--- src/bcx_defines.svh ---
`ifndef BCX_DEFINES_SVH
`define BCX_DEFINES_SVH

// Primary and extended opcodes
`define BCX_OP_BRANCH_REG   6'h13
`define BCX_OP_EXT31        6'h1F
`define BCX_OP_SCMP_IMM     6'h0B
`define BCX_OP_UCMP_IMM     6'h0A
`define BCX_XO_TO_COUNT     10'h210
`define BCX_XO_TO_LINK      10'h010
`define BCX_XO_SCMP_REG     10'h000
`define BCX_XO_UCMP_REG     10'h020

// Field positions, little-endian index of the field's top bit
`define BCX_F_OPCD          31
`define BCX_F_OPTS          25
`define BCX_F_SEL_IDX       20
`define BCX_F_SRC_A         20
`define BCX_F_BR_RSVD       15
`define BCX_F_XO            10
`define BCX_F_FIELD_SEL     25
`define BCX_F_CMP_RSVD      22
`define BCX_F_IMM           15
`define BCX_F_LINK_FLAG     0

// Bits of branch_options_field, little-endian index in the 5-bit field
`define BCX_OPT_COND_IGN    4
`define BCX_OPT_COND_VAL    3
`define BCX_OPT_COUNT_IGN   2
`define BCX_OPT_COUNT_ZERO  1

// Reset values and address step
`define BCX_COUNT_RST       32'h0000_0000
`define BCX_LINK_RST        32'h0000_0000
`define BCX_COND_RST        32'h0000_0000
`define BCX_ADDR_RST        32'h0000_0000
`define BCX_INSTR_BYTES     32'h0000_0004

`endif

--- src/bcx_pkg.sv ---
package bcx_pkg;

    typedef logic [31:0] bcx_word_t;
    typedef logic [3:0]  bcx_field_t;

    // One-hot kind of the instruction being executed
    typedef enum logic [6:0] {
        BCX_K_NONE     = 7'h01,
        BCX_K_TO_COUNT = 7'h02,
        BCX_K_TO_LINK  = 7'h04,
        BCX_K_SCMP_REG = 7'h08,
        BCX_K_UCMP_REG = 7'h10,
        BCX_K_SCMP_IMM = 7'h20,
        BCX_K_UCMP_IMM = 7'h40
    } bcx_kind_t;

    // Big-endian bit n of a 32-bit register
    function automatic logic bcx_be_bit(input bcx_word_t w,
                                        input logic [4:0] n);
        bcx_be_bit = w[5'd31 - n];
    endfunction : bcx_be_bit

    // Mask of big-endian 4-bit field n, field 0 at the top
    function automatic bcx_word_t bcx_field_mask(input logic [2:0] n);
        bcx_field_mask = 32'hF000_0000 >> {n, 2'b00};
    endfunction : bcx_field_mask

    // Drop a 4-bit result into field n, other fields kept
    function automatic bcx_word_t bcx_field_put(input bcx_word_t w,
                                                input logic [2:0] n,
                                                input bcx_field_t f);
        bcx_field_put = (w & ~bcx_field_mask(n))
                      | ({f, 28'h000_0000} >> {n, 2'b00});
    endfunction : bcx_field_put

endpackage : bcx_pkg

--- src/bcx_ifs.sv ---
`timescale 1ns/1ps

// Operands in, verdict out for the register-target branch evaluator
interface bcx_br_if;
    import bcx_pkg::*;
    logic [4:0] opts;
    logic       cond_bit;
    logic       to_count;
    bcx_word_t  count_old;
    bcx_word_t  link_old;
    bcx_word_t  count_new;
    bcx_word_t  target;
    logic       taken;
    modport core (output opts, cond_bit, to_count, count_old, link_old,
                  input  count_new, target, taken);
    modport eval (input  opts, cond_bit, to_count, count_old, link_old,
                  output count_new, target, taken);
endinterface : bcx_br_if

// Operands in, 4-bit field out for the compare unit
interface bcx_cmp_if;
    import bcx_pkg::*;
    bcx_word_t  op_a;
    bcx_word_t  op_b;
    logic       is_signed;
    logic       sum_ovf;
    bcx_field_t result;
    modport core (output op_a, op_b, is_signed, sum_ovf, input result);
    modport unit (input  op_a, op_b, is_signed, sum_ovf, output result);
endinterface : bcx_cmp_if

--- src/bcx_branch_eval.sv ---
`timescale 1ns/1ps
`include "bcx_defines.svh"

module bcx_branch_eval (
    bcx_br_if.eval br
);
    import bcx_pkg::*;

    wire       dec_en;
    wire       count_ok;
    wire       cond_ok;

    // Decrement happens first so the count test sees the new value
    assign dec_en    = ~br.opts[`BCX_OPT_COUNT_IGN];
    assign br.count_new = dec_en ? br.count_old - 32'h0000_0001
                                 : br.count_old;
    assign count_ok  = br.opts[`BCX_OPT_COUNT_IGN]
                     | ((br.count_new != 32'h0000_0000)
                        ^ br.opts[`BCX_OPT_COUNT_ZERO]);
    assign cond_ok   = br.opts[`BCX_OPT_COND_IGN]
                     | (br.cond_bit == br.opts[`BCX_OPT_COND_VAL]);
    assign br.taken  = count_ok & cond_ok;

    // Count target uses the decremented value in the invalid form
    assign br.target = br.to_count
                     ? {br.count_new[31:2], 2'b00}
                     : {br.link_old[31:2], 2'b00};

endmodule : bcx_branch_eval

--- src/bcx_compare.sv ---
`timescale 1ns/1ps
`include "bcx_defines.svh"

module bcx_compare (
    bcx_cmp_if.unit cmp
);
    import bcx_pkg::*;

    wire lt_s;
    wire gt_s;
    wire lt_u;
    wire gt_u;
    wire eq;

    // Both flavours are built; a mux picks one, cheaper than sharing
    assign lt_s = $signed(cmp.op_a) < $signed(cmp.op_b);
    assign gt_s = $signed(cmp.op_a) > $signed(cmp.op_b);
    assign lt_u = cmp.op_a < cmp.op_b;
    assign gt_u = cmp.op_a > cmp.op_b;
    assign eq   = cmp.op_a == cmp.op_b;

    // Result field: less, greater, equal, summary overflow
    assign cmp.result = {cmp.is_signed ? lt_s : lt_u,
                         cmp.is_signed ? gt_s : gt_u,
                         eq, cmp.sum_ovf};

endmodule : bcx_compare

--- src/bcx_exec.sv ---
`timescale 1ns/1ps
`include "bcx_defines.svh"

// Behaviour
// - Decode op 19 xo 528 as branch-to-count.
// - Count branch target is count upper 30 bits.
// - Link flag loads return address, taken or not.
// - Options bit 2 clear decrements count first.
// - Count test: ignore bit, or nonzero xor bit1.
// - Condition test: ignore bit, or bit matches.
// - Branch only when both tests pass, else next.
// - Decode op 19 xo 16 as branch-to-link.
// - Link branch target is link upper 30 bits.
// - Reserved bits nonzero: no exception raised.
// - Invalid count form targets decremented count.
// - Op 31 xo 0 is signed register compare.
// - Result: less, greater, equal, summary overflow.
// - Only the selected condition field changes.
// - Op 11 compares sign-extended immediate signed.
// - Op 31 xo 32 is unsigned register compare.
// - Op 10 compares zero-extended immediate unsigned.
module bcx_exec (
    input  wire logic             sys_clk,
    input  wire logic             reset_n,
    input  wire logic             instr_valid,
    input  wire bcx_pkg::bcx_word_t instr_word,
    input  wire bcx_pkg::bcx_word_t current_instr_addr,
    input  wire bcx_pkg::bcx_word_t first_source_gpr,
    input  wire bcx_pkg::bcx_word_t second_source_gpr,
    input  wire logic             summary_overflow,
    input  wire logic             count_wr_en,
    input  wire bcx_pkg::bcx_word_t count_wr_data,
    input  wire logic             link_wr_en,
    input  wire bcx_pkg::bcx_word_t link_wr_data,
    input  wire logic             cond_wr_en,
    input  wire bcx_pkg::bcx_word_t cond_wr_data,
    output logic                  next_addr_valid,
    output bcx_pkg::bcx_word_t    next_instr_addr,
    output logic                  branch_taken,
    output logic                  rsvd_nonzero,
    output bcx_pkg::bcx_word_t    count_reg,
    output bcx_pkg::bcx_word_t    link_reg,
    output bcx_pkg::bcx_word_t    condition_reg
);
    import bcx_pkg::*;

    bcx_br_if  br ();
    bcx_cmp_if cmp ();

    logic       next_addr_valid_r, next_addr_valid_nxt;
    bcx_word_t  next_instr_addr_r, next_instr_addr_nxt;
    logic       branch_taken_r, branch_taken_nxt;
    logic       rsvd_nonzero_r, rsvd_nonzero_nxt;
    bcx_word_t  count_reg_r, count_reg_nxt;
    bcx_word_t  link_reg_r, link_reg_nxt;
    bcx_word_t  condition_reg_r, condition_reg_nxt;

    wire [5:0]  opcd;
    wire [9:0]  xo;
    wire [4:0]  branch_options_field;
    wire [4:0]  cond_select_index;
    wire        link_flag;
    wire [2:0]  cond_field_select;
    wire [15:0] imm16;
    wire        is_to_count;
    wire        is_to_link;
    wire        is_scmp_reg;
    wire        is_ucmp_reg;
    wire        is_scmp_imm;
    wire        is_ucmp_imm;
    wire        is_branch;
    wire        is_cmp;
    wire        br_rsvd;
    wire        cmp_rsvd;
    bcx_kind_t  kind;
    bcx_word_t  seq_addr;
    bcx_word_t  imm_sext;
    bcx_word_t  imm_zext;

    // Instruction fields, big-endian bit k sits at index 31-k
    assign opcd  = instr_word[`BCX_F_OPCD -: 6];
    assign xo    = instr_word[`BCX_F_XO -: 10];
    assign branch_options_field = instr_word[`BCX_F_OPTS -: 5];
    assign cond_select_index    = instr_word[`BCX_F_SEL_IDX -: 5];
    assign link_flag            = instr_word[`BCX_F_LINK_FLAG];
    assign cond_field_select    = instr_word[`BCX_F_FIELD_SEL -: 3];
    assign imm16 = instr_word[`BCX_F_IMM -: 16];

    // Opcode decode
    assign is_to_count = instr_valid && opcd == `BCX_OP_BRANCH_REG
                       && xo == `BCX_XO_TO_COUNT;
    assign is_to_link  = instr_valid && opcd == `BCX_OP_BRANCH_REG
                       && xo == `BCX_XO_TO_LINK;
    assign is_scmp_reg = instr_valid && opcd == `BCX_OP_EXT31
                       && xo == `BCX_XO_SCMP_REG;
    assign is_ucmp_reg = instr_valid && opcd == `BCX_OP_EXT31
                       && xo == `BCX_XO_UCMP_REG;
    assign is_scmp_imm = instr_valid && opcd == `BCX_OP_SCMP_IMM;
    assign is_ucmp_imm = instr_valid && opcd == `BCX_OP_UCMP_IMM;
    assign is_branch   = is_to_count | is_to_link;
    assign is_cmp      = is_scmp_reg | is_ucmp_reg
                       | is_scmp_imm | is_ucmp_imm;

    assign kind = is_to_count ? BCX_K_TO_COUNT
                : is_to_link  ? BCX_K_TO_LINK
                : is_scmp_reg ? BCX_K_SCMP_REG
                : is_ucmp_reg ? BCX_K_UCMP_REG
                : is_scmp_imm ? BCX_K_SCMP_IMM
                : is_ucmp_imm ? BCX_K_UCMP_IMM
                : BCX_K_NONE;

    // Reserved bits only raise a status flag, never a trap
    assign br_rsvd  = instr_word[`BCX_F_BR_RSVD -: 5] != 5'h00;
    assign cmp_rsvd = instr_word[`BCX_F_CMP_RSVD -: 2] != 2'h0
                    || ((is_scmp_reg || is_ucmp_reg)
                        && instr_word[`BCX_F_LINK_FLAG]);

    // Operand preparation
    assign seq_addr = current_instr_addr + `BCX_INSTR_BYTES;
    assign imm_sext = {{16{imm16[15]}}, imm16};
    assign imm_zext = {16'h0000, imm16};

    // Branch evaluator sees the register values before this update
    assign br.opts      = branch_options_field;
    assign br.cond_bit  = bcx_be_bit(condition_reg_r,
                                     cond_select_index);
    assign br.to_count  = is_to_count;
    assign br.count_old = count_reg_r;
    assign br.link_old  = link_reg_r;

    assign cmp.op_a      = first_source_gpr;
    assign cmp.op_b      = is_scmp_imm ? imm_sext
                         : is_ucmp_imm ? imm_zext
                         : second_source_gpr;
    assign cmp.is_signed = is_scmp_reg | is_scmp_imm;
    assign cmp.sum_ovf   = summary_overflow;

    bcx_branch_eval u_branch_eval (
        .br (br)
    );

    bcx_compare u_compare (
        .cmp (cmp)
    );

    // Next-address, taken and reserved-bit selection by kind
    always_comb begin
        next_addr_valid_nxt = 1'b1;
        next_instr_addr_nxt = seq_addr;
        branch_taken_nxt    = 1'b0;
        rsvd_nonzero_nxt    = 1'b0;
        case (kind)
            BCX_K_TO_COUNT, BCX_K_TO_LINK: begin
                branch_taken_nxt    = br.taken;
                next_instr_addr_nxt = br.taken ? br.target
                                               : seq_addr;
                rsvd_nonzero_nxt    = br_rsvd;
            end
            BCX_K_SCMP_REG, BCX_K_UCMP_REG,
            BCX_K_SCMP_IMM, BCX_K_UCMP_IMM: begin
                rsvd_nonzero_nxt    = cmp_rsvd;
            end
            default: begin
                next_addr_valid_nxt = 1'b0;
                next_instr_addr_nxt = next_instr_addr_r;
            end
        endcase
    end

    // Architectural registers; an executing instruction wins over a
    // same-cycle write from elsewhere in the core
    assign count_reg_nxt = is_branch   ? br.count_new
                         : count_wr_en ? count_wr_data
                         : count_reg_r;
    assign link_reg_nxt  = (is_branch && link_flag) ? seq_addr
                         : link_wr_en ? link_wr_data
                         : link_reg_r;
    assign condition_reg_nxt = is_cmp
                         ? bcx_field_put(condition_reg_r,
                                         cond_field_select,
                                         cmp.result)
                         : cond_wr_en ? cond_wr_data
                         : condition_reg_r;

    // Result flops
    always_ff @(posedge sys_clk) begin
        if (!reset_n) begin
            next_addr_valid_r <= 1'b0;
            next_instr_addr_r <= `BCX_ADDR_RST;
            branch_taken_r    <= 1'b0;
            rsvd_nonzero_r    <= 1'b0;
        end else begin
            next_addr_valid_r <= next_addr_valid_nxt;
            next_instr_addr_r <= next_instr_addr_nxt;
            branch_taken_r    <= branch_taken_nxt;
            rsvd_nonzero_r    <= rsvd_nonzero_nxt;
        end
    end

    // Register file flops
    always_ff @(posedge sys_clk) begin
        if (!reset_n) begin
            count_reg_r     <= `BCX_COUNT_RST;
            link_reg_r      <= `BCX_LINK_RST;
            condition_reg_r <= `BCX_COND_RST;
        end else begin
            count_reg_r     <= count_reg_nxt;
            link_reg_r      <= link_reg_nxt;
            condition_reg_r <= condition_reg_nxt;
        end
    end

    assign next_addr_valid = next_addr_valid_r;
    assign next_instr_addr = next_instr_addr_r;
    assign branch_taken    = branch_taken_r;
    assign rsvd_nonzero    = rsvd_nonzero_r;
    assign count_reg       = count_reg_r;
    assign link_reg        = link_reg_r;
    assign condition_reg   = condition_reg_r;

    // Helper: selected-field mask, registered for the checks below
    bcx_word_t field_mask_q;
    always_ff @(posedge sys_clk) begin
        if (!reset_n) begin
            field_mask_q <= 32'h0000_0000;
        end else begin
            field_mask_q <= bcx_field_mask(cond_field_select);
        end
    end

    link_load_a: assert property (
        @(posedge sys_clk) disable iff (!reset_n)
        (is_branch && link_flag) |=> link_reg_r == $past(seq_addr))
        else $error("link not loaded with return address");

    count_dec_a: assert property (
        @(posedge sys_clk) disable iff (!reset_n)
        (is_branch && !branch_options_field[`BCX_OPT_COUNT_IGN])
        |=> count_reg_r == $past(count_reg_r) - 32'h0000_0001)
        else $error("count not decremented");

    count_keep_a: assert property (
        @(posedge sys_clk) disable iff (!reset_n)
        (is_branch && branch_options_field[`BCX_OPT_COUNT_IGN])
        |=> $stable(count_reg_r))
        else $error("count changed without decrement");

    fall_through_a: assert property (
        @(posedge sys_clk) disable iff (!reset_n)
        (is_branch && !br.taken)
        |=> !branch_taken_r && next_instr_addr_r == $past(seq_addr))
        else $error("untaken branch did not fall through");

    count_target_a: assert property (
        @(posedge sys_clk) disable iff (!reset_n)
        (is_to_count && br.taken)
        |=> next_instr_addr_r == (count_reg_r & 32'hFFFF_FFFC))
        else $error("count branch target wrong");

    link_target_a: assert property (
        @(posedge sys_clk) disable iff (!reset_n)
        (is_to_link && br.taken)
        |=> next_instr_addr_r == ($past(link_reg_r) & 32'hFFFF_FFFC))
        else $error("link branch target not from old link");

    field_only_a: assert property (
        @(posedge sys_clk) disable iff (!reset_n)
        is_cmp |=> (condition_reg_r & ~field_mask_q)
                   == ($past(condition_reg_r) & ~field_mask_q))
        else $error("compare touched another condition field");

    cmp_signed_a: assert property (
        @(posedge sys_clk) disable iff (!reset_n)
        (is_scmp_reg && cond_field_select == 3'h0)
        |=> condition_reg_r[31] == ($signed($past(first_source_gpr))
                                  < $signed($past(second_source_gpr))))
        else $error("signed less-than bit wrong");

    sum_ovf_copy_a: assert property (
        @(posedge sys_clk) disable iff (!reset_n)
        (is_cmp && cond_field_select == 3'h7)
        |=> condition_reg_r[0] == $past(summary_overflow))
        else $error("summary overflow not copied");

    nonbranch_seq_a: assert property (
        @(posedge sys_clk) disable iff (!reset_n)
        is_cmp |=> next_addr_valid_r && !branch_taken_r)
        else $error("compare reported a branch");

    cmp_unsigned_a: assert property (
        @(posedge sys_clk) disable iff (!reset_n)
        (is_ucmp_reg && cond_field_select == 3'h0)
        |=> condition_reg_r[31] == ($past(first_source_gpr)
                                  < $past(second_source_gpr)))
        else $error("unsigned less-than bit wrong");

    imm_signed_a: assert property (
        @(posedge sys_clk) disable iff (!reset_n)
        (is_scmp_imm && cond_field_select == 3'h0)
        |=> condition_reg_r[31] == ($signed($past(first_source_gpr))
            < $signed({{16{$past(imm16[15])}}, $past(imm16)})))
        else $error("signed immediate less-than bit wrong");

    imm_unsigned_a: assert property (
        @(posedge sys_clk) disable iff (!reset_n)
        (is_ucmp_imm && cond_field_select == 3'h0)
        |=> condition_reg_r[31] == ($past(first_source_gpr)
                                  < {16'h0000, $past(imm16)}))
        else $error("unsigned immediate less-than bit wrong");

endmodule : bcx_exec

--- config.mk ---
export PLATFORM = sky130hd
export DESIGN_NAME = bcx_exec
export DESIGN_NICKNAME = d
export VERILOG_FILES = /design/src/bcx_pkg.sv /design/src/bcx_ifs.sv /design/src/bcx_branch_eval.sv /design/src/bcx_compare.sv /design/src/bcx_exec.sv
export VERILOG_INCLUDE_DIRS = /design/src
export SDC_FILE = /design/constraint.sdc
export NUM_CORES = 1
export LEC_CHECK = 0
export ABC_AREA = 1
export BUFFER_PORTS_ARGS = -buffer_cell sky130_fd_sc_hd__buf_2
export CORE_UTILIZATION = 45
export CTS_CLUSTER_SIZE = 25
export DETAILED_ROUTE_END_ITERATION = 10
export PLACE_DENSITY = 0.73
export SLEW_MARGIN = 20
export SYNTH_ARGS = -nofsm -noshare
export SYNTH_HDL_FRONTEND = slang
export SYNTH_HIERARCHICAL = 1
export SYNTH_SLANG_ARGS = --single-unit
export TNS_END_PERCENT = 5
--- constraint.sdc ---
create_clock -name sys_clk -period 7.65 [get_ports sys_clk]
set_clock_uncertainty 0.2 [all_clocks]
set_input_delay 1.1475 -clock sys_clk [delete_from_list [all_inputs] [get_ports sys_clk]]
set_output_delay 1.1475 -clock sys_clk [all_outputs]
set_load 0.01 [all_outputs]
==> impl_results.rst, run 1 <==
.. list-table::
   :header-rows: 1

   * - Metric
     - Value
   * - Total of max-cap violations
     - 0
   * - Per-cell routed wire length
     - 17.4 um
   * - Total Routing Usage GR
     - 0.343
   * - Die Wd
     - 155 um
   * - Clock slew at reported path FFs
     - 0.07 ns
   * - Worst setup EP type
     - flop
   * - Number of instances in the synthesized netlist
     - 1,768
   * - Required @ worst endpoint
     - 7.78 ns
   * - Count of warnings emitted by yosys
     - 6
   * - Count of TritonRoute iterations in the first routing pass
     - 5
   * - I/O pin count
     - 362
   * - Maximum net fanout on the critical path
     - 42
   * - Result of the run
     - complete, no violations
   * - Area Overhead vs Synth
     - 23.3%
   * - Post-Syn Area per Cell
     - 5.97 sq um
   * - Total standard cell area after synthesis
     - 10,500 sq um
   * - Synth Register Bits
     - 131
   * - Sequential share of the synthesized area
     - 0.249
   * - Buffer depth of the longest clock path
     - 2
   * - Area of all placed cells without fillers
     - 13,000 sq um
   * - Final Critical Period
     - 4.44 ns
   * - Initial cell density of the core
     - 0.462
   * - Stage delay of the slowest cell on the critical path
     - 0.41 ns
   * - Number of nets with antenna violations after detailed routing
     - 0
   * - Clock buffer count from CTS
     - 17
   * - Maximum achievable frequency
     - 0.225 GHz
   * - Most area-hungry cell type in the Yosys netlist
     - sky130_fd_sc_hd__dfxtp_1
   * - Final Hold Vio Count
     - 0
   * - Most common cell in the netlist
     - sky130_fd_sc_hd__nand2_1
   * - Share of flip-flops with an asynchronous set or reset after synthesis
     - 0
   * - Root buf cell
     - sky130_fd_sc_hd__clkbuf_16
   * - Share of the cycle needed by the critical path after routing
     - 0.580
   * - Number of input and output port buffers inserted
     - 361
   * - Portion of netlist area occupied by mux cells
     - 0.00285
   * - Dominant cells by area after synthesis
     - sky130_fd_sc_hd__dfxtp_1, sky130_fd_sc_hd__nand2_1, sky130_fd_sc_hd__nor2_1
   * - Height of the die
     - 155 um
   * - Cell seen most often among critical-path stages
     - sky130_fd_sc_hd__nand2_1
   * - 1st-iter DRT viols
     - 1,015
   * - Maximum number of pins on one net before global-route repair
     - 82
   * - Final #Nets
     - 2,337
   * - Via count of the first global-routing pass
     - 12,000
   * - Row count
     - 55
   * - Initial antenna violation count
     - 2
   * - Core Region
     - 22,800 sq um
   * - Fraction of final layout cells with drive strength greater than 1
     - 0.248
   * - Final setup viols
     - 0
   * - Slew margin rel.
     - 0.272
   * - RSZ-0062 raised after global routing
     - no
   * - Library cell contributing the largest single delay on the critical path
     - sky130_fd_sc_hd__buf_4
   * - Post-synthesis compound-gate area fraction
     - 0.140
   * - CP cell instances
     - buf_2, clkinv_4, nand2_2, nor2_2, nor2_1, nand2_1, nor3_1, nand3_2, nor2_2, nand2_2, nor2_4, nand2_1, nand2_1, nand3_1, nand2_1, inv_1, nand3_1, buf_4, inv_2, or2_2, nand3_1, nand2_1
   * - Drt via density
     - 5.29
   * - Footprint of the multi-input gates
     - 6880 sq um
   * - Post-Synth Simple-Gate Area
     - 0.447
   * - Arithmetic-cell share of the synthesized area counting full adders, half adders and majority gates
     - 0.0403
   * - Data arrival time of the critical path
     - 4.56 ns
   * - Number of max-slew violations in the final report
     - 0
   * - Path type of the worst setup path
     - in2reg
   * - Count of hold-fix buffers inserted at cts
     - 0
   * - Die ar.
     - 24,100 sq um
   * - Number of flops mapped to enable cells by yosys
     - 0
   * - Peak supply drop
     - 0.114 mV
   * - Worst min-delay path category
     - reg2reg
   * - Routed wire length
     - 41,800 um
   * - Clock tree sinks
     - 131
   * - # H-tree levels
     - 4
   * - Xor/xnor cell area share of the yosys netlist
     - 0.0215
   * - Worst Max-Slew Pin Slew
     - 1.09 ns
   * - DP Wirelength
     - 32,700 um
   * - Number of setup buffers added after CTS
     - 0
   * - Static power due to leakage
     - 7.03 nW
   * - Kind of start point of the critical path
     - input pin
   * - Area used by sequential logic in the layout
     - 2620 sq um
   * - Combinational family with the most area after synthesis
     - simple AND/OR/NAND/NOR gates
   * - Skew-Pair Late Insertion Delay
     - 0.44 ns
   * - Ratio of total power to cell area
     - 161 nW/um^2
   * - Main synth FF type
     - sky130_fd_sc_hd__dfxtp_1
   * - Synth top cells by count
     - sky130_fd_sc_hd__nand2_1, sky130_fd_sc_hd__nor2_1, sky130_fd_sc_hd__inv_1
   * - Setup ws final
     - 3.21 ns
   * - RePlAce Congestion
     - 0.997
   * - Synth unique cells
     - 52
   * - TritonCTS clock tree
     - yes
   * - Post-cts gate resize count
     - 0
   * - Global route overflow
     - 0
   * - Wire length of the first global-routing pass
     - 63,900 um
   * - Via Count
     - 12,700
   * - Residual DRC count
     - 0
   * - Worst slack at placement
     - 2.88 ns
   * - Placed instance area
     - 12,400 sq um
   * - Number of fill cells in the layout
     - 2,395
   * - Yosys top cell area share
     - 0.249
   * - Setup_tns
     - 0 ns
## cell usage in the layout (no fill, tap or decap), types with 4 or more instances in the layout
| master | synthesis | routed |
|---|---|---|
| sky130_fd_sc_hd__inv_8 | 0 | 4 |
| sky130_fd_sc_hd__inv_1 | 167 | 167 |
| sky130_fd_sc_hd__a311oi_1 | 32 | 32 |
| sky130_fd_sc_hd__o21bai_1 | 7 | 7 |
| sky130_fd_sc_hd__o21ai_0 | 74 | 74 |
| sky130_fd_sc_hd__a31oi_1 | 25 | 25 |
| sky130_fd_sc_hd__buf_2 | 15 | 361 |
| sky130_fd_sc_hd__xnor2_1 | 13 | 13 |
| sky130_fd_sc_hd__clkbuf_16 | 0 | 17 |
| sky130_fd_sc_hd__nand2_2 | 26 | 26 |
| sky130_fd_sc_hd__buf_4 | 5 | 5 |
| sky130_fd_sc_hd__nand3b_1 | 8 | 8 |
| sky130_fd_sc_hd__nand3_1 | 99 | 99 |
| sky130_fd_sc_hd__nand3_2 | 4 | 4 |
| sky130_fd_sc_hd__o21ai_1 | 8 | 8 |
| sky130_fd_sc_hd__o21ai_2 | 4 | 4 |
| sky130_fd_sc_hd__inv_6 | 0 | 7 |
| sky130_fd_sc_hd__o21a_1 | 4 | 4 |
| sky130_fd_sc_hd__o221ai_1 | 7 | 7 |
| sky130_fd_sc_hd__nor3_1 | 15 | 15 |
| sky130_fd_sc_hd__or2_2 | 14 | 14 |
| sky130_fd_sc_hd__xor2_1 | 11 | 11 |
| sky130_fd_sc_hd__nor2_2 | 18 | 19 |
| sky130_fd_sc_hd__nand2_4 | 6 | 6 |
| sky130_fd_sc_hd__nand4_1 | 21 | 21 |
| sky130_fd_sc_hd__nand2_1 | 606 | 606 |
| sky130_fd_sc_hd__inv_2 | 12 | 12 |
| sky130_fd_sc_hd__ha_1 | 34 | 34 |
| sky130_fd_sc_hd__nor2_1 | 218 | 217 |
| sky130_fd_sc_hd__dfxtp_1 | 131 | 131 |
| sky130_fd_sc_hd__nor2_4 | 16 | 16 |
| sky130_fd_sc_hd__or2_0 | 6 | 6 |
| sky130_fd_sc_hd__a21oi_1 | 69 | 69 |
## power breakdown
group	internal (mW)	switching [mW]	leakage, nW	total, mW
clock	0.437	0.391	0.283	0.828
combinational	0.187	0.324	5.68	0.511
sequential	0.713	0.0423	1.07	0.755
total	1.34	0.757	7.03	2.09
## layer usage
metal	vias to the layer above	track usage	part of all wire
met5	-	0	0.00031
met4	2	0.180	0.044
met2	642	0.591	0.47
li1	6275	-	-
met3	108	0.0579	0.080
met1	5674	0.408	0.40
## stage by stage
| step | utilization | cells | power [mW] | hold WS (ns) |
|---|---|---|---|---|
| 2_1_floorplan | - | 1769 | 1.07 | 0.274 |
| 3_3_place_gp | 0.544 | 2366 | 1.27 | 0.235 |
| 3_5_place_dp | 0.544 | 2366 | 1.27 | 0.237 |
| 4_1_cts | 0.569 | 2398 | 2.09 | 0.255 |
| 5_1_grt | 0.569 | 2399 | 2.19 | 0.277 |
| 6_report | 0.569 | 2399 | 2.09 | 0.253 |
## critical path, delay by kind of cell
family        cells  cell delay, ns
buf+inv           5            1.27
simple gates     17            2.12
## final cells by class
type                            count  share of cell area
Tap cell                          313              0.0301
Clock buffer                       17              0.0327
Sequential cell                   131               0.202
Clock inverter                     15              0.0119
Antenna cell                        1            0.000192
Inverter                          181              0.0527
Multi-Input combinational cell   1375               0.529
Timing Repair Buffer              366               0.142
## worst paths after layout
path | startpoint | endpoint | slack [ns] | depth (start not counted)
max | instr_word[23] | next_instr_addr[5]$_SDFFE_PN0P_ | 3.21 | 22
min | next_instr_addr[10]$_SDFFE_PN0P_ | next_instr_addr[10]$_SDFFE_PN0P_ | 0.25 | 2
max reg2reg | count_reg[0]$_SDFFE_PN0P_ | next_instr_addr[5]$_SDFFE_PN0P_ | 3.52 | 22
min reg2reg | next_instr_addr[10]$_SDFFE_PN0P_ | next_instr_addr[10]$_SDFFE_PN0P_ | 0.25 | 2
## logic make-up (layout without fill, tap and decap cells)
kind of cell,Yosys count,after routing
buffers and inverters,263,579
AO/OA/AOI/OAI,241,241
flip-flops,131,131
XOR/XNOR,25,25
other,1,3
AND/OR/NAND/NOR,1070,1070
adder cells (fa/ha/maj),34,34
multiplexers,3,3
No activity file was read; power rests on OpenSTA's default activity.
==> run 2, diff against run 1 <==
--- a/config.mk
+++ b/config.mk
@@ -6,12 +6,12 @@
 export SDC_FILE = /design/constraint.sdc
 export NUM_CORES = 1
 export LEC_CHECK = 0
-export ABC_AREA = 1
+export ABC_AREA = 0
 export BUFFER_PORTS_ARGS = -buffer_cell sky130_fd_sc_hd__buf_2
 export CORE_UTILIZATION = 45
 export CTS_CLUSTER_SIZE = 25
 export DETAILED_ROUTE_END_ITERATION = 10
-export PLACE_DENSITY = 0.73
+export PLACE_DENSITY = 0.74
 export SLEW_MARGIN = 20
 export SYNTH_ARGS = -nofsm -noshare
 export SYNTH_HDL_FRONTEND = slang
==> constraint.sdc (replaced) <==
create_clock -name sys_clk -period 4.1 [get_ports sys_clk]
set_clock_uncertainty 0.2 [all_clocks]
set_input_delay 0.615 -clock sys_clk [delete_from_list [all_inputs] [get_ports sys_clk]]
set_output_delay 0.615 -clock sys_clk [all_outputs]
set_load 0.01 [all_outputs]
==> run 2 against run 1 <==
Net effect:
- count of clock-buffer cells in the layout rose by 4
- synthesized cell count fell by 34%
- non-clock buffer count grew 86
- sequential share of layout area increased by 0.22 points
- routed wire length decreased by 11%
- critical path depth is 5 lower
- combinational power increased by 88%
- core utilization is 4.5 points higher
- via count down 14%
- final cell count shrank 23%
- power increased by 91%
- first-iteration DRC count down 17%
- largest power group unchanged
==> impl_results.rst, run 2 <==
.. list-table::
   :header-rows: 1

   * - Metric
     - Value
   * - Result of the run
     - complete, no violations
   * - Total Routing Usage GR
     - 0.334 (-0.00876)
   * - Origin of the critical flop-to-flop path
     - count_reg[0]$_SDFFE_PN0P_
   * - Clock slew at reported path FFs
     - 0.06 ns (about the same)
   * - Clock tree sinks
     - 131 (unchanged)
   * - Via Count
     - 10,900 (-14%)
   * - Slew margin rel.
     - 0.280 (+0.00795)
   * - TritonCTS clock tree
     - yes
   * - Yosys top cell area share
     - 0.273 (+0.0248)
   * - Wire length of the first global-routing pass
     - 56,600 um (-11%)
   * - Synth Register Bits
     - 131 (unchanged)
   * - Net switching power
     - 1.18 mW (+56%)
   * - Routed wire length
     - 37,000 um (-11%)
   * - Number of instances in the synthesized netlist
     - 1,175 (-34%)
   * - Area Overhead vs Synth
     - 34.2%
   * - Die Wd
     - 148 um (-4.6%)
   * - Row count
     - 53 (-3.6%)
   * - Residual DRC count
     - 0 (unchanged)
   * - Number of fill cells in the layout
     - 1,884 (-21%)
   * - Most area-hungry cell type in the Yosys netlist
     - sky130_fd_sc_hd__dfxtp_1
   * - Kind of start point of the critical path
     - flop
   * - RSZ-0062 raised after global routing
     - yes
   * - Worst slack at placement
     - -0.226 ns (-3.11 ns)
   * - Combinational fraction of design power
     - 0.240 (-0.004)
   * - Most common cell after layout, fill and taps aside
     - sky130_fd_sc_hd__buf_2
   * - Maximum number of pins on one net before global-route repair
     - 66 (-20%)
   * - Hold Crit Start
     - next_instr_addr[10]$_SDFFE_PN0P_
   * - Net switching fraction of the power
     - 0.295 (-0.0665)
   * - Clock network fraction of total power
     - 0.409 (+0.014)
   * - Leading cell types in the layout, fill and taps excluded
     - sky130_fd_sc_hd__buf_2, sky130_fd_sc_hd__dfxtp_1, sky130_fd_sc_hd__nand2_1
   * - Total of max-cap violations
     - 0 (unchanged)
   * - Library cell contributing the largest single delay on the critical path
     - sky130_fd_sc_hd__or4b_4
   * - Worst min-delay path category
     - reg2reg
   * - Final setup viols
     - 0 (unchanged)
   * - 1st-iter DRT viols
     - 845 (-17%)
   * - Setup ws final
     - 0.111 ns (-3.10 ns)
   * - Total standard cell area after synthesis
     - 9590 sq um (-9.1%)
   * - Number of nets with antenna violations after detailed routing
     - 0 (unchanged)
   * - Worst Max-Slew Pin Slew
     - 1.07 ns (-0.0253 ns)
   * - Number of input and output port buffers inserted
     - 361 (unchanged)
   * - Per-cell routed wire length
     - 20.0 um (+15%)
   * - Count of TritonRoute iterations in the first routing pass
     - 5 (unchanged)
   * - Path type of the worst setup path
     - reg2reg
   * - Area used by sequential logic in the layout
     - 2620 sq um (about the same)
   * - Drt via density
     - 5.89 (+11%)
   * - CP cell instances
     - inv_1, ha_2, nor4b_4, buf_4, nand4_1, xnor2_1, nor4_1, buf_4, nand4_1, or4b_4, o221a_2, inv_1, a21oi_1, a21boi_4, buf_12, o221ai_1, a21oi_1
   * - Depth of the most critical reg-to-reg path
     - 17 (-23%)
   * - RePlAce Congestion
     - 0.967 (-3.0%)
   * - Share of flip-flops with an asynchronous set or reset after synthesis
     - 0 (unchanged)
   * - Count of warnings emitted by yosys
     - 6 (unchanged)
   * - Peak supply drop
     - 0.251 mV (+120%)
   * - # H-tree levels
     - 4 (unchanged)
   * - Required @ worst endpoint
     - 4.16 ns (-3.62 ns)
   * - DP Wirelength
     - 29,100 um (-11%)
   * - Static power due to leakage
     - 6.16 nW (-12%)
   * - Finished Core Util
     - 0.614 (+0.0449)
   * - Footprint of the multi-input gates
     - 6480 sq um (-5.7%)
   * - Data arrival time of the critical path
     - 4.05 ns (-0.51 ns)
   * - Clock buffer count from CTS
     - 17 (unchanged)
   * - Maximum net fanout on the critical path
     - 18 (-57%)
   * - Final #Nets
     - 1,822 (-22%)
   * - Buffer depth of the longest clock path
     - 2 (unchanged)
   * - Height of the die
     - 148 um (-4.6%)
   * - Worst setup EP type
     - flop
   * - Endpoint of the worst hold path
     - next_instr_addr[10]$_SDFFE_PN0P_
   * - Via count of the first global-routing pass
     - 10,400 (-13%)
   * - Number of max-slew violations in the final report
     - 0 (unchanged)
   * - Sequential share of the synthesized area
     - 0.273 (+0.0248)
   * - Skew-Pair Late Insertion Delay
     - 0.43 ns (about the same)
   * - Stage delay of the slowest cell on the critical path
     - 0.60 ns (+0.19 ns)
   * - Root buf cell
     - sky130_fd_sc_hd__clkbuf_16
   * - P_int
     - 2.82 mW (+110%)
   * - Initial cell density of the core
     - 0.458 (-0.00400)
   * - Endpoint of the lowest-slack register-to-register path
     - next_instr_addr[17]$_SDFFE_PN0P_
   * - Main synth FF type
     - sky130_fd_sc_hd__dfxtp_1
   * - Maximum achievable frequency
     - 0.251 GHz
   * - Most common cell in the netlist
     - sky130_fd_sc_hd__dfxtp_1
   * - Synth top cells by count
     - sky130_fd_sc_hd__dfxtp_1, sky130_fd_sc_hd__nand2_1, sky130_fd_sc_hd__nor2_1
   * - Fraction of final layout cells with drive strength greater than 1
     - 0.361 (+0.113)
   * - Reg-to-reg setup timing slack
     - 0.11 ns (-3.41 ns)
   * - Ratio of total power to cell area
     - 311 nW/um^2 (+93%)
   * - Share of the cycle needed by the critical path after routing
     - 0.973
   * - Number of flops mapped to enable cells by yosys
     - 0 (unchanged)
   * - Die ar.
     - 21,900 sq um (-9.0%)
   * - I/O pin count
     - 362 (unchanged)
   * - Final Hold Vio Count
     - 0 (unchanged)
   * - Power share of the sequential group
     - 0.350 (-0.011)
   * - Dominant cells by area after synthesis
     - sky130_fd_sc_hd__dfxtp_1, sky130_fd_sc_hd__mux2i_1, sky130_fd_sc_hd__a211oi_1
   * - Number of setup buffers added after CTS
     - 0 (unchanged)
   * - Initial antenna violation count
     - 3 (+1)
   * - Core Region
     - 21,000 sq um (-8.3%)
   * - Global route overflow
     - 0 (unchanged)
   * - Final Critical Period
     - 3.99 ns
   * - Post-Syn Area per Cell
     - 8.16 sq um (+37%)
   * - Number of cells traversed by the worst hold path
     - 2 (unchanged)
   * - Synth unique cells
     - 76 (+46%)
==> run 2: cell types whose count changed after synthesis, moves of 40 or more <==
cell / delta
sky130_fd_sc_hd__a211oi_1: +62
sky130_fd_sc_hd__inv_1: -113
sky130_fd_sc_hd__mux2i_1: +63
sky130_fd_sc_hd__nand2_1: -496
sky130_fd_sc_hd__nand3_1: -47
sky130_fd_sc_hd__nor2_1: -123
sky130_fd_sc_hd__o21ai_0: -48
sky130_fd_sc_hd__or3_1: +40
==> run 2: area by class of cell <==
type                       instances  share of cell area
antenna                            4            0.000778
clock buffer                      21              0.0350
clock inverter                    11              0.0136
inverter                          55              0.0160
multi-input combinational        900               0.504
sequential                       131               0.204
tap                              275              0.0267
timing repair buffer             452               0.200
==> run 2: power groups by stage <==
stage	Sequential [mW]	Combinational (mW)	Clock, mW
floorplan	1.44	0.472	0
global placement	1.42	0.927	0
detailed placement	1.43	0.936	0
CTS	1.40	0.943	1.65
global route	1.41	1.04	1.71
finish	1.40	0.962	1.64
==> run 2: per-stage QoR <==
step | power, mW | cell area (sq um) | TNS [ns] | hold slack [ns] | cells
3_5_place_dp | 2.36 | 12200 | -1.71 | 0.242 | 1813
6_report | 4.00 | 12900 | 0 | 0.244 | 1849
5_1_grt | 4.15 | 12900 | -0.697 | 0.272 | 1848
3_3_place_gp | 2.35 | 12200 | -0.314 | 0.239 | 1813
2_1_floorplan | 1.91 | 9610 | -0.0253 | 0.276 | 1176
4_1_cts | 3.99 | 12800 | 0 | 0.250 | 1845
==> run 2: worst max-delay path by stage <==
stage | from | endpoint | cells past startpoint
after detailed placement | instr_word[30] | condition_reg[23]$_SDFFE_PN0P_ | 17
final | count_reg[0]$_SDFFE_PN0P_ | next_instr_addr[17]$_SDFFE_PN0P_ | 17
after global routing | count_reg[1]$_SDFFE_PN0P_ | next_instr_addr[17]$_SDFFE_PN0P_ | 17
after CTS | count_reg[1]$_SDFFE_PN0P_ | next_instr_addr[17]$_SDFFE_PN0P_ | 16
after floorplan | instr_word[16] | next_instr_addr[15]$_SDFFE_PN0P_ | 12
after global placement | instr_word[30] | condition_reg[23]$_SDFFE_PN0P_ | 17
==> run 2: critical path: cells and delay by family (launching register included) <==
kind / cells / cell delay, ns
xor gates and xnor gates: 1 / 0.19
and+or+nand+nor: 5 / 1.51
DFF: 1 / 0.37
buffers and inverters: 5 / 0.73
adders and majority gates: 1 / 0.19
AOI/OAI and AO/OA: 5 / 0.64
==> run 2: per-layer routing <==
metal | up-vias | wire (um) | GRT usage
met5 | - | 0 | 0
met4 | 0 | 1350 | 0.137
met3 | 93 | 3510 | 0.0738
met2 | 604 | 17600 | 0.560
met1 | 5023 | 14600 | 0.412
li1 | 5167 | - | -
==> run 2: kinds of logic after synthesis <==
group | share of synthesized area
compound gates | 0.202
flops | 0.273
mux | 0.122
simple gates | 0.258
buf+inv | 0.0601
other cells | 0.000391
xor+xnor | 0.0402
fa+ha+maj | 0.0444
==> run 2: what timing repair did <==
item                                    4_1_cts  5_1_grt
resized for setup                             0       13
endpoints found under the setup margin        0       38
hold buffers                                  0        0
==> run 3, diff against run 2 <==
--- a/config.mk
+++ b/config.mk
@@ -9,9 +9,10 @@
 export ABC_AREA = 0
 export BUFFER_PORTS_ARGS = -buffer_cell sky130_fd_sc_hd__buf_2
 export CORE_UTILIZATION = 45
-export CTS_CLUSTER_SIZE = 25
+export CTS_CLUSTER_SIZE = 12
 export DETAILED_ROUTE_END_ITERATION = 10
 export PLACE_DENSITY = 0.74
+export RECOVER_POWER = 50
 export SLEW_MARGIN = 20
 export SYNTH_ARGS = -nofsm -noshare
 export SYNTH_HDL_FRONTEND = slang
==> constraint.sdc (replaced) <==
create_clock -name sys_clk -period 3.9 [get_ports sys_clk]
set_clock_uncertainty 0.2 [all_clocks]
set_input_delay 0.585 -clock sys_clk [delete_from_list [all_inputs] [get_ports sys_clk]]
set_output_delay 0.585 -clock sys_clk [all_outputs]
set_load 0.01 [all_outputs]
==> run 3 against run 2 <==
Net effect:
- largest cell class unchanged
- final cell count up 0.27%
- setup slack worse by 0.033 ns
- power grew 2.3%
- critical endpoint is now next_instr_addr[24]$_SDFFE_PN0P_
- maximum frequency increased by 4.4%
- register-to-register slack worse by 0.03 ns
- highest routed layer unchanged
- clock power hardly changed
==> impl_results.rst, run 3 (synthesis results as in run 2) <==
.. list-table::
   :header-rows: 1

   * - Metric
     - Value
   * - Via Count
     - 11,100 (+2.2%)
   * - Clock slew at reported path FFs
     - 0.07 ns (about the same)
   * - Path type of the worst setup path
     - reg2reg
   * - Count of hold-fix buffers inserted at cts
     - 0 (unchanged)
   * - Critical Path Stages
     - 17 (unchanged)
   * - Maximum number of pins on one net before global-route repair
     - 60 (-9.1%)
   * - Net switching fraction of the power
     - 0.311 (+0.0158)
   * - Static power due to leakage
     - 5.69 nW (-7.6%)
   * - Worst setup endpoint
     - next_instr_addr[24]$_SDFFE_PN0P_
   * - Buffers and inverters on the worst path
     - 5 (unchanged)
   * - # H-tree levels
     - 4 (unchanged)
   * - Final Hold Vio Count
     - 0 (unchanged)
   * - 1st-iter DRT viols
     - 899 (+6.4%)
   * - Final #Nets
     - 1,829 (+0.38%)
   * - Die Wd
     - 148 um (unchanged)
   * - Share of the cycle needed by the critical path after routing
     - 0.980 (+0.00714)
   * - Number of fill cells in the layout
     - 1,966 (+4.4%)
   * - Endpoint of the lowest-slack register-to-register path
     - next_instr_addr[24]$_SDFFE_PN0P_
   * - Core Region
     - 21,000 sq um (unchanged)
   * - RePlAce Congestion
     - 0.963 (-0.34%)
   * - Data arrival time of the critical path
     - 3.91 ns (-0.14 ns)
   * - Final setup viols
     - 0 (unchanged)
   * - Clock network fraction of total power
     - 0.395 (-0.014)
   * - Root buf cell
     - sky130_fd_sc_hd__clkbuf_16
   * - Global route overflow
     - 0 (unchanged)
   * - Power share of the sequential group
     - 0.360 (+0.010)
   * - Count of TritonRoute iterations in the first routing pass
     - 6 (+1)
   * - Drt via density
     - 6.00 (+2.0%)
   * - Via count of the first global-routing pass
     - 10,200 (-2.5%)
   * - Worst min-delay path category
     - in2reg
   * - TritonCTS clock tree
     - yes
   * - Stage delay of the slowest cell on the critical path
     - 0.59 ns (about the same)
   * - Row count
     - 53 (unchanged)
   * - Origin of the critical flop-to-flop path
     - count_reg[1]$_SDFFE_PN0P_
   * - Result of the run
     - complete, no violations
   * - Cell family contributing the most delay on the critical path
     - simple AND/OR/NAND/NOR gates
   * - Library cell contributing the largest single delay on the critical path
     - sky130_fd_sc_hd__or4b_4
   * - Slew margin rel.
     - 0.366 (+0.0860)
   * - CP cell instances
     - inv_1, ha_1, nor4b_4, buf_4, nand4_4, buf_4, mux2i_1, o2111a_1, nand4_1, or4b_4, o221a_2, inv_1, a21oi_2, a21boi_4, buf_12, nor3_1, o31ai_1
   * - Placed instance area
     - 12,200 sq um (+0.53%)
   * - Residual DRC count
     - 0 (unchanged)
   * - Area Overhead vs Synth
     - 32.9%
   * - Clock tree sinks
     - 131 (unchanged)
   * - Total of max-cap violations
     - 0 (unchanged)
   * - Height of the die
     - 148 um (unchanged)
   * - Maximum net fanout on the critical path
     - 15 (-3)
   * - Initial antenna violation count
     - 3 (unchanged)
   * - Combinational fraction of design power
     - 0.245 (+0.005)
   * - Setup ws final
     - 0.0779 ns (-0.0332 ns)
   * - Worst Max-Slew Pin Slew
     - 0.952 ns (-0.114 ns)
   * - RSZ-0062 raised after global routing
     - yes
   * - Fraction of final layout cells with drive strength greater than 1
     - 0.287 (-0.0743)
   * - Number of max-slew violations in the final report
     - 0 (unchanged)
   * - Most common cell after layout, fill and taps aside
     - sky130_fd_sc_hd__buf_2
   * - I/O pin count
     - 362 (unchanged)
   * - Buffer depth of the longest clock path
     - 2 (unchanged)
   * - Net switching power
     - 1.27 mW (+7.8%)
   * - Wire length of the first global-routing pass
     - 56,400 um (-0.38%)
   * - Worst slack at placement
     - -0.227 ns (-0.000935 ns)
   * - Number of nets with antenna violations after detailed routing
     - 0 (unchanged)
   * - Depth of the most critical reg-to-reg path
     - 17 (unchanged)
   * - Number of input and output port buffers inserted
     - 361 (unchanged)
   * - Final hold slack
     - 0.222 ns (-0.0220 ns)
   * - Leading cell types in the layout, fill and taps excluded
     - sky130_fd_sc_hd__buf_2, sky130_fd_sc_hd__dfxtp_1, sky130_fd_sc_hd__clkbuf_1
   * - Per-cell routed wire length
     - 20.3 um (+1.4%)
   * - P_int
     - 2.82 mW (about the same)
   * - Area of all placed cells without fillers
     - 12,700 sq um (-0.95%)
   * - Kind of start point of the critical path
     - flop
   * - Worst setup EP type
     - flop
   * - Routed wire length
     - 37,600 um (+1.6%)
   * - Setup crit start
     - count_reg[1]$_SDFFE_PN0P_
   * - Final Critical Period
     - 3.82 ns (-0.167 ns)
   * - Ratio of total power to cell area
     - 321 nW/um^2 (+3.3%)
   * - Die ar.
     - 21,900 sq um (unchanged)
   * - DP Wirelength
     - 29,500 um (+1.5%)
   * - Skew-Pair Late Insertion Delay
     - 0.43 ns (about the same)
   * - Initial cell density of the core
     - 0.458 (unchanged)
   * - Reg-to-reg setup timing slack
     - 0.08 ns (-0.03 ns)
   * - Maximum achievable frequency
     - 0.262 GHz (+4.4%)
   * - Required @ worst endpoint
     - 3.99 ns (-0.17 ns)
   * - Clock buffer count from CTS
     - 17 (unchanged)
   * - Peak supply drop
     - 0.273 mV (+8.9%)
   * - Total Routing Usage GR
     - 0.333 (-0.00110)
run 3: timing repair:
item / CTS / global route
endpoints found under the setup margin: 6 / 32
resized for setup: 1 / 14
setup buffers: 0 / 2
pin swaps: 0 / 2
run 3: power by group through the flow:
stage	Sequential (mW)	Clock, mW	Combinational, mW
finish	1.48	1.62	1.00
global route	1.48	1.69	1.08
CTS	1.47	1.63	0.990
detailed placement	1.50	0	0.982
global placement	1.50	0	0.973
floorplan	1.52	0	0.498
run 3: how the worst min path moves through the flow:
stage,startpoint,to,slack (ns),cells past startpoint
finish,cond_wr_data[3],condition_reg[3]$_SDFFE_PN0P_,0.22,3
global route,cond_wr_data[3],condition_reg[3]$_SDFFE_PN0P_,0.23,3
CTS,cond_wr_data[3],condition_reg[3]$_SDFFE_PN0P_,0.21,3
detailed placement,next_instr_addr[12]$_SDFFE_PN0P_,next_instr_addr[12]$_SDFFE_PN0P_,0.25,2
global placement,next_instr_addr[12]$_SDFFE_PN0P_,next_instr_addr[12]$_SDFFE_PN0P_,0.24,2
floorplan,next_instr_addr[10]$_SDFFE_PN0P_,next_instr_addr[10]$_SDFFE_PN0P_,0.28,2
run 3: through the flow:
stage / power, mW / setup TNS, ns / util / std cells
finish: 4.10 / 0 / 0.608 / 1854
global route: 4.25 / -0.460 / 0.608 / 1854
CTS: 4.09 / 0 / 0.612 / 1849
detailed placement: 2.48 / -5.90 / 0.584 / 1818
global placement: 2.47 / -2.65 / 0.584 / 1818
floorplan: 2.01 / -0.0190 / - / 1176
run 3: area by class of cell:
type,instances,area [sq um],share of cell area
inverters,55,208,0.0163
repair buffers,459,2460,0.193
multi-input cells,900,6510,0.511
clock inverters,13,153,0.0120
flip-flops and latches,131,2620,0.206
well taps,275,344,0.0270
clock buffers,18,439,0.0345
diodes,3,7.51,0.000589
run 3: worst min-delay path, cell delays in order:
cell and delay (ns):
sky130_fd_sc_hd__buf_2 0.10, sky130_fd_sc_hd__nand3_1 0.05, sky130_fd_sc_hd__a31oi_1 0.06
run 3: layer usage:
layer / vias up / wire length [um] / GRT usage
met5: - / 0 / 0
li1: 5177 / - / -
met2: 663 / 17600 / 0.560
met4: 0 / 1490 / 0.135
met3: 107 / 3220 / 0.0525
met1: 5183 / 15300 / 0.423
